### src/rtl/pcxi_pkg.sv
// Purpose: Shared constants and types for the pin change and external interrupt flag block.
// Assumes: Classic Wishbone with 32-bit data, byte addresses, one register per aligned word.
// Notes:   Printed offsets are not all multiples of four, so they are word indices.
package pcxi_pkg;
    localparam int        ADDR_W          = 12;
    localparam int        NUM_GROUPS      = 4;
    localparam int        PINS_PER_GROUP  = 8;
    localparam int        NUM_PINS        = 31;

    // Register indices; byte address is four times the index.
    localparam logic [9:0] IDX_MASK0      = 10'h06b;
    localparam logic [9:0] IDX_MASK1      = 10'h06c;
    localparam logic [9:0] IDX_MASK2      = 10'h06d;
    localparam logic [9:0] IDX_MASK3      = 10'h06e;
    localparam logic [9:0] IDX_FLAGS      = 10'h01c;
    localparam logic [9:0] IDX_ENABLES    = 10'h01d;
    localparam logic [9:0] IDX_SENSE      = 10'h069;
    localparam logic [9:0] IDX_PINS       = 10'h070;

    // Field positions in the flag and enable registers.
    localparam int        BIT_EXT         = 0;
    localparam int        BIT_GROUP0      = 4;

    localparam logic [7:0] RST_MASK       = 8'h00;
    localparam logic [7:0] RST_ENABLES    = 8'h00;
    localparam logic [7:0] RST_FLAGS      = 8'h00;
    localparam logic [1:0] RST_SENSE      = 2'h0;
    localparam logic [7:0] GROUP_BITS     = 8'hf0;
    localparam logic [7:0] SMALL_HIDE     = 8'h3f;
    localparam logic [6:0] GROUP3_WIDTH_M = 7'h7f;

    // Sense select encoding.
    typedef enum logic [1:0] {
        PCXI_SENSE_LOW  = 2'h0,
        PCXI_SENSE_ANY  = 2'h1,
        PCXI_SENSE_FALL = 2'h2,
        PCXI_SENSE_RISE = 2'h3
    } pcxi_sense_e;

    // Bus handshake state; Gray coded along idle, answer.
    typedef enum logic [0:0] {
        PCXI_BUS_IDLE = 1'h0,
        PCXI_BUS_ACK  = 1'h1
    } pcxi_bus_state_e;

    // Interrupt vector requests and acknowledges travel together.
    typedef struct packed {
        logic [3:0] group;
        logic       ext;
    } pcxi_irq_s;
endpackage : pcxi_pkg

### src/rtl/pcxi_mask_regs.sv
// Purpose: Storage for the four per-group pin mask registers with registered read data.
// Assumes: One write port, one read port, both on clk_i.
// Notes:   Group 3 mask holds seven bits only; bit 7 reads zero.
`timescale 1ns/1ps
module pcxi_mask_regs
    import pcxi_pkg::*;
(
    // Clock and reset
    input  wire logic                   clk_i,
    input  wire logic                   rst_i,
    // Write port
    input  wire logic                   wr_en_i,
    input  wire logic [1:0]             wr_sel_i,
    input  wire logic [7:0]             wr_data_i,
    // Read port
    input  wire logic [1:0]             rd_sel_i,
    output logic      [7:0]             rd_data_o,
    // All masks flat, group 0 in the low byte
    output logic      [31:0]            masks_o
);
    logic [7:0] mask_ff     [NUM_GROUPS];
    logic [7:0] nxt_mask    [NUM_GROUPS];
    logic [7:0] rd_ff;
    logic [7:0] nxt_rd;

    for (genvar g = 0; g < NUM_GROUPS; g++) begin : g_mask
        always_comb begin
            nxt_mask[g] = mask_ff[g];
            if (wr_en_i && wr_sel_i == 2'(g)) begin
                nxt_mask[g] = (g == NUM_GROUPS - 1)
                            ? {1'b0, wr_data_i[6:0] & GROUP3_WIDTH_M}
                            : wr_data_i;
            end
        end
        always_ff @(posedge clk_i) begin
            if (rst_i) begin
                mask_ff[g] <= RST_MASK;
            end else begin
                mask_ff[g] <= nxt_mask[g];
            end
        end
        assign masks_o[g*PINS_PER_GROUP +: PINS_PER_GROUP] = mask_ff[g];
    end

    always_comb begin
        nxt_rd = mask_ff[rd_sel_i];
    end

    always_ff @(posedge clk_i) begin
        if (rst_i) begin
            rd_ff <= RST_MASK;
        end else begin
            rd_ff <= nxt_rd;
        end
    end

    assign rd_data_o = rd_ff;
endmodule : pcxi_mask_regs

### src/rtl/pcxi_irq_ctrl.sv
// Purpose: Flags, enables and sense control for one external input and four pin change groups.
// Assumes: Pins synchronous to clk_i; vector acknowledges come from the dispatch logic.
// Notes:   LARGE_VARIANT = 0 gives the smaller part with groups 3 and 2 removed.
//
// Added by the designer: the Wishbone slave port.
`timescale 1ns/1ps
module pcxi_irq_ctrl
    import pcxi_pkg::*;
#(
    parameter bit LARGE_VARIANT = 1'b1
)(
    // Clock and reset
    input  wire logic                   clk_i,
    input  wire logic                   rst_i,
    // Classic Wishbone slave
    input  wire logic                   wb_cyc_i,
    input  wire logic                   wb_stb_i,
    input  wire logic                   wb_we_i,
    input  wire logic [ADDR_W-1:0]      wb_adr_i,
    input  wire logic [3:0]             wb_sel_i,
    input  wire logic [31:0]            wb_dat_i,
    output logic      [31:0]            wb_dat_o,
    output logic                        wb_ack_o,
    // Pins
    input  wire logic [NUM_PINS-1:0]    pc_pins_i,
    input  wire logic                   ext_input_i,
    // Processor dispatch
    input  wire logic                   global_irq_en_i,
    input  wire pcxi_irq_s              irq_ack_i,
    output pcxi_irq_s                   irq_req_o,
    output logic                        wake_o
);
    localparam logic [7:0] FLAG_VIS = LARGE_VARIANT ? 8'hff : SMALL_HIDE;

    // Bus decode.
    logic [9:0]         word_idx;
    logic               bus_req;
    logic               wr_lane0;
    logic               hit_mask;
    logic [1:0]         mask_sel;
    logic               mask_present;
    pcxi_bus_state_e    bus_st_ff;
    pcxi_bus_state_e    nxt_bus_st;
    logic [9:0]         rd_idx_ff;
    logic [9:0]         nxt_rd_idx;
    logic [7:0]         mask_rd;
    logic [31:0]        masks;
    logic [31:0]        dat_ff;
    logic [31:0]        nxt_dat;

    // Control and state.
    logic [7:0]         enables_ff;
    logic [7:0]         nxt_enables;
    pcxi_sense_e        sense_ff;
    pcxi_sense_e        nxt_sense;
    logic [7:0]         flags_ff;
    logic [7:0]         nxt_flags;
    logic [NUM_PINS-1:0] pins_prev_ff;
    logic [NUM_PINS-1:0] nxt_pins_prev;
    logic               ext_samp_ff;
    logic               nxt_ext_samp;
    logic               ext_prev_ff;
    logic               nxt_ext_prev;
    logic [3:0]         grp_event;
    logic               ext_event;
    logic [7:0]         set_vec;
    logic [7:0]         clr_vec;
    logic [31:0]        pins_pad;
    logic [31:0]        prev_pad;

    assign word_idx = wb_adr_i[ADDR_W-1:2];
    assign bus_req  = wb_cyc_i && wb_stb_i && (bus_st_ff == PCXI_BUS_IDLE);
    assign wr_lane0 = bus_req && wb_we_i && wb_sel_i[0];
    assign hit_mask = (word_idx == IDX_MASK0) || (word_idx == IDX_MASK1)
                   || (word_idx == IDX_MASK2) || (word_idx == IDX_MASK3);
    assign mask_sel = 2'(word_idx - IDX_MASK0);
    assign mask_present = LARGE_VARIANT || (mask_sel < 2'h2);

    // One wait state: request taken at edge N, ack high the cycle after.
    always_comb begin
        nxt_bus_st = PCXI_BUS_IDLE;
        nxt_rd_idx = rd_idx_ff;
        case (bus_st_ff)
            PCXI_BUS_IDLE: begin
                if (bus_req) begin
                    nxt_bus_st = PCXI_BUS_ACK;
                    nxt_rd_idx = word_idx;
                end
            end
            PCXI_BUS_ACK: nxt_bus_st = PCXI_BUS_IDLE;
            default:      nxt_bus_st = PCXI_BUS_IDLE;
        endcase
    end

    always_ff @(posedge clk_i) begin
        if (rst_i) begin
            bus_st_ff <= PCXI_BUS_IDLE;
            rd_idx_ff <= 10'h000;
        end else begin
            bus_st_ff <= nxt_bus_st;
            rd_idx_ff <= nxt_rd_idx;
        end
    end

    assign wb_ack_o = (bus_st_ff == PCXI_BUS_ACK);

    pcxi_mask_regs u_masks (
        .clk_i     (clk_i),
        .rst_i     (rst_i),
        .wr_en_i   (wr_lane0 && hit_mask && mask_present),
        .wr_sel_i  (mask_sel),
        .wr_data_i (wb_dat_i[7:0]),
        .rd_sel_i  (mask_sel),
        .rd_data_o (mask_rd),
        .masks_o   (masks)
    );

    // Read data is captured in the same cycle as the mask read register.
    always_comb begin
        nxt_dat = dat_ff;
        if (bus_req && !wb_we_i) begin
            nxt_dat = 32'h0000_0000;
            case (word_idx)
                IDX_FLAGS:   nxt_dat[7:0] = flags_ff & FLAG_VIS;
                IDX_ENABLES: nxt_dat[7:0] = enables_ff;
                IDX_SENSE:   nxt_dat[1:0] = sense_ff;
                IDX_PINS:    nxt_dat[NUM_PINS-1:0] = pc_pins_i;
                default:     nxt_dat = 32'h0000_0000;
            endcase
        end
    end

    always_ff @(posedge clk_i) begin
        if (rst_i) begin
            dat_ff <= 32'h0000_0000;
        end else begin
            dat_ff <= nxt_dat;
        end
    end

    // Mask data arrives from the memory register during the ack cycle.
    always_comb begin
        wb_dat_o = dat_ff;
        if (wb_ack_o && ((rd_idx_ff == IDX_MASK0) || (rd_idx_ff == IDX_MASK1)
                || (rd_idx_ff == IDX_MASK2) || (rd_idx_ff == IDX_MASK3))) begin
            wb_dat_o = 32'h0000_0000;
            if (LARGE_VARIANT || rd_idx_ff < IDX_MASK2) begin
                wb_dat_o[7:0] = mask_rd;
            end
        end
    end

    // Enable and sense control registers.
    always_comb begin
        nxt_enables = enables_ff;
        nxt_sense   = sense_ff;
        if (wr_lane0 && word_idx == IDX_ENABLES) begin
            nxt_enables = wb_dat_i[7:0] & GROUP_BITS & FLAG_VIS;
            nxt_enables[BIT_EXT] = wb_dat_i[BIT_EXT];
        end
        if (wr_lane0 && word_idx == IDX_SENSE) begin
            nxt_sense = pcxi_sense_e'(wb_dat_i[1:0]);
        end
    end

    always_ff @(posedge clk_i) begin
        if (rst_i) begin
            enables_ff <= RST_ENABLES;
            sense_ff   <= PCXI_SENSE_LOW;
        end else begin
            enables_ff <= nxt_enables;
            sense_ff   <= nxt_sense;
        end
    end

    // Pin change detection: masked sample against the previous sample, per group.
    assign pins_pad = {1'b0, pc_pins_i};
    assign prev_pad = {1'b0, pins_prev_ff};

    for (genvar g = 0; g < NUM_GROUPS; g++) begin : g_detect
        // Group enable gates the masks, so a disabled group never sets its flag.
        assign grp_event[g] = enables_ff[BIT_GROUP0 + g] && FLAG_VIS[BIT_GROUP0 + g]
            && |((pins_pad[g*8 +: 8] ^ prev_pad[g*8 +: 8]) & masks[g*8 +: 8]);
    end

    // The pins are already synchronous, so one sample stage suffices for edge detection.
    always_comb begin
        ext_event = 1'b0;
        case (sense_ff)
            PCXI_SENSE_ANY:  ext_event = ext_samp_ff ^ ext_prev_ff;
            PCXI_SENSE_FALL: ext_event = ext_prev_ff && !ext_samp_ff;
            PCXI_SENSE_RISE: ext_event = !ext_prev_ff && ext_samp_ff;
            default:         ext_event = 1'b0;
        endcase
    end

    always_comb begin
        set_vec = 8'h00;
        clr_vec = 8'h00;
        set_vec[7:BIT_GROUP0] = grp_event;
        set_vec[BIT_EXT] = ext_event;
        clr_vec[7:BIT_GROUP0] = irq_ack_i.group;
        clr_vec[BIT_EXT] = irq_ack_i.ext;
        if (wr_lane0 && word_idx == IDX_FLAGS) begin
            clr_vec = clr_vec | wb_dat_i[7:0];
        end
        nxt_flags = ((flags_ff & ~clr_vec) | set_vec) & FLAG_VIS & (GROUP_BITS | 8'h01);
        if (sense_ff == PCXI_SENSE_LOW) begin
            nxt_flags[BIT_EXT] = 1'b0;
        end
        nxt_pins_prev = pc_pins_i;
        nxt_ext_samp  = ext_input_i;
        nxt_ext_prev  = ext_samp_ff;
    end

    always_ff @(posedge clk_i) begin
        if (rst_i) begin
            flags_ff     <= RST_FLAGS;
            pins_prev_ff <= '0;
            ext_samp_ff  <= 1'b0;
            ext_prev_ff  <= 1'b0;
        end else begin
            flags_ff     <= nxt_flags;
            pins_prev_ff <= nxt_pins_prev;
            ext_samp_ff  <= nxt_ext_samp;
            ext_prev_ff  <= nxt_ext_prev;
        end
    end

    // Low level requests come from the sampled pin level in ext_samp_ff, without a flag.
    always_comb begin
        irq_req_o.group = flags_ff[7:BIT_GROUP0] & enables_ff[7:BIT_GROUP0]
                        & {4{global_irq_en_i}};
        irq_req_o.ext = global_irq_en_i && enables_ff[BIT_EXT]
            && ((sense_ff == PCXI_SENSE_LOW) ? !ext_samp_ff : flags_ff[BIT_EXT]);
    end

    // Wake does not wait for the flag register, so a stopped core sees it at once.
    assign wake_o = |grp_event
        || (enables_ff[BIT_EXT] && sense_ff == PCXI_SENSE_LOW && !ext_input_i);
endmodule : pcxi_irq_ctrl

### config.mk
export PLATFORM = sky130hd
export DESIGN_NAME = pcxi_irq_ctrl
export DESIGN_NICKNAME = d
export VERILOG_FILES = /design/src/rtl/pcxi_pkg.sv /design/src/rtl/pcxi_mask_regs.sv /design/src/rtl/pcxi_irq_ctrl.sv
export SDC_FILE = /design/constraint.sdc
export NUM_CORES = 1
export LEC_CHECK = 0
export BUFFER_PORTS_ARGS = -buffer_cell sky130_fd_sc_hd__buf_2
export CORE_UTILIZATION = 58
export DETAILED_ROUTE_END_ITERATION = 7
export HOLD_SLACK_MARGIN = 0.1
export MAX_ROUTING_LAYER = met4
export PLACE_DENSITY = 0.9
export SLEW_MARGIN = 25
export SYNTH_ARGS = -nofsm -noshare
export SYNTH_HDL_FRONTEND = slang
export SYNTH_SLANG_ARGS = --single-unit
export TNS_END_PERCENT = 5
### constraint.sdc
create_clock -name clk_i -period 5 [get_ports clk_i]
set_clock_uncertainty 0.2 [all_clocks]
set_input_delay 0.75 -clock clk_i [delete_from_list [all_inputs] [get_ports clk_i]]
set_output_delay 0.75 -clock clk_i [all_outputs]
set_load 0.01 [all_outputs]
==> flow_metrics.env <==
export IMPL_outcome="complete, no violations"
export IMPL_cts_resized=0
export IMPL_seq_area_frac_synth=0.464
export IMPL_cts_hold_fix_buffers=0
export IMPL_ir_drop_mv=0.242
export IMPL_htree_levels=4
export IMPL_routedWlPerCell_um=18.5
export IMPL_synth_top_area_cell="dfxtp_1"
export IMPL_worst_setup_path_start_kind="register"
export IMPL_setup_viol=0
export IMPL_syn_avg_cell_area_um2=9.62
export IMPL_cts_root_buffer="clkbuf_8"
export IMPL_area_delta_synth_final_pct=19.1
export IMPL_post_route_drc_count=0
export IMPL_rows=34
export IMPL_crit_family="simple AND/OR/NAND/NOR gates"
export IMPL_finalCritPeriodShare=0.647
export IMPL_cap_violations=0
export IMPL_worstPathArrival_ns=2.28
export IMPL_synth_area_mm2=0.00544
export IMPL_drt_pass1_iter_count=6
export IMPL_clk_path_buf_depth=2
export IMPL_holdPathStages=2
export IMPL_fmax_mhz=309
export IMPL_cts_buffers=17
export IMPL_p_total_mw=2.25
export IMPL_critPathSlowestCell="nand3_2"
export IMPL_core_mm2=0.00889
export IMPL_p_leak_nw=3.00
export IMPL_ys_seq_elements=126
export IMPL_yosys_top_cells_area="dfxtp_1 (46%), mux2i_1 (7.4%), a22oi_1 (5.9%)"
export IMPL_vias_per_cell=5.98
export IMPL_p_per_area_mw_per_mm2=347
export IMPL_cts_setup_buffers=0
export IMPL_hp_class="reg -> reg"
export IMPL_max_slew_worst_pin_slew_ns=0.894
export IMPL_place_port_buffers=99
export IMPL_r2r_cells=6
export IMPL_grt_pass1_vias=4568
export IMPL_hpwl_um=9320
export IMPL_ioPinCount=130
export IMPL_drtIter0Drc=409
export IMPL_die_w_um=98.8
export IMPL_clock_latency_ns=0.52
export IMPL_finalCriticalPeriod_ns=3.23
export IMPL_start_util=0.611
export IMPL_end_kind="primary output"
export IMPL_syn_nets=662
export IMPL_critPathBufInv=1
export IMPL_ys_types=43
export IMPL_grt_max_degree=127
export IMPL_die_h_um=98.8
export IMPL_synth_cells=565
export IMPL_path_cells="nor4bb_1 -> nand3_2 -> mux2_2 -> buf_2"
export IMPL_layout_drive_gt1_share=0.236
export IMPL_yosys_warnings=0
export IMPL_grt_usage=0.315
export IMPL_async_reset_ff_frac=0
export IMPL_ant_nets=0
export IMPL_finalSetupTns_ns=0
export IMPL_grt_overflow=0
export IMPL_cts_tree="yes"
export IMPL_die_area_mm2=0.00976
export IMPL_drv_slew=0
export IMPL_num_antenna_cells=0
export IMPL_ys_flop_type="dfxtp_1"
export IMPL_cp_slowest_stage_delay_ns=0.51
export IMPL_synth_top_area_share=0.464
export IMPL_path_clk_slew_ns=0.06
export IMPL_nNetsFinal=751
export IMPL_place_congestion=0.890
export IMPL_antenna_found_initial=0
export IMPL_rsz0062_at_grt="false"
export IMPL_clock_sinks=126
export IMPL_crit_cells=4
export IMPL_path_class="reg -> out"
export IMPL_slew_limit_headroom=0.404
export IMPL_synth_edff_count=0
export IMPL_wirelength_um=14300
export IMPL_worstPathMaxFanout=31
export IMPL_num_vias=4613
export IMPL_hold_violations=0
export IMPL_grt_pass1_wl_um=22900
export IMPL_cp_required_ns=4.05
-- power by group --
group	internal (mW)	switching, mW
combinational	0.0515	0.0873
sequential	1.02	0.00878
clock	0.657	0.418
-- cell usage after synthesis (2+ instances only) --
| cell | instances |
|---|---|
| xor2_1 | 31 |
| mux4_2 | 7 |
| nand3_1 | 25 |
| nand3_2 | 5 |
| and2_1 | 24 |
| nor2_1 | 82 |
| a31oi_1 | 5 |
| mux2i_1 | 40 |
| a41oi_1 | 3 |
| inv_1 | 13 |
| mux2_2 | 9 |
| a21oi_1 | 16 |
| buf_2 | 5 |
| dfxtp_1 | 126 |
| and3_1 | 4 |
| o21ai_0 | 2 |
| clkbuf_1 | 23 |
| nor3_4 | 2 |
| nor2b_1 | 38 |
| nor3_1 | 5 |
| a22oi_1 | 43 |
| nand3b_1 | 2 |
| ha_1 | 6 |
| a211oi_1 | 2 |
| nand2_1 | 29 |
-- final timing paths --
| kind | from | end | slack, ns |
|---|---|---|---|
| hold reg to reg | rd_idx_ff[9] | rd_idx_ff[9] | 0.25 |
| setup reg to reg | wb_ack_o | dat_ff[16] | 2.59 |
| hold / removal | rd_idx_ff[9] | rd_idx_ff[9] | 0.25 |
| setup / recovery | rd_idx_ff[6] | wb_dat_o[5] | 1.77 |
-- area by class of cell --
| type | count | area, um2 |
|---|---|---|
| clock buffer | 21 | 439 |
| clock inverter | 8 | 70.1 |
| fill | 610 | 2410 |
| inverter | 13 | 48.8 |
| multi-input combinational | 396 | 2750 |
| sequential | 126 | 2520 |
| tap | 108 | 135 |
| timing repair buffer | 100 | 513 |
-- layout by cell type, fill, tap and decap left out, types with 9 or more instances in the layout --
cell type	count
buf_2	98
nor2_1	82
nor2b_1	38
nand2_1	29
nand3_1	24
and2_1	24
dfxtp_1	126
xor2_1	31
mux2i_1	40
mux2_2	9
a22oi_1	43
clkbuf_16	16
inv_1	13
a21oi_1	16
-- cell families after synthesis --
family | synth area share
and+or+nand+nor | 0.223
DFF | 0.464
AOI/OAI and AO/OA | 0.0944
muxes | 0.121
buffers and inverters | 0.0315
xor gates and xnor gates | 0.0516
adders and majority gates | 0.0138
other | 0.000690
-- through the flow --
stage	cells	setup slack [ns]	area [um2]	utilization	hold WS, ns
after floorplan	565	2.18	5440	-	0.231
after global placement	742	1.85	5950	0.669	0.241
after detailed placement	742	1.72	5950	0.669	0.248
after CTS	771	1.38	6460	0.727	0.258
after global routing	772	1.50	6480	0.728	0.281
final	772	1.77	6480	0.728	0.254
-- metal layers --
layer,routed length [um],part of all wire,vias to the layer above,GRT usage
met5,0,0,-,-
met4,522,0.037,0,0.131
met3,1190,0.083,60,0.0752
met2,7000,0.49,255,0.519
met1,5580,0.39,2174,0.369
li1,-,-,2124,-
-- worst min-delay path: stages (launching register included) --
cell and delay, ns:
dfxtp_1 0.31, nand2_1 0.05, a21oi_1 0.05
-- state kept, by name, indices dropped and copies added, names as in the netlist --
name	count
u_masks.rd_data_o	8
rd_idx_ff	10
u_masks.mask_ff	31
sense_ff	2
flags_ff	5
pins_prev_ff	31
ext_prev_ff	1
enables_ff	5
ext_samp_ff	1
wb_ack_o	1
dat_ff	31
Power figures use the tool's default switching activity.
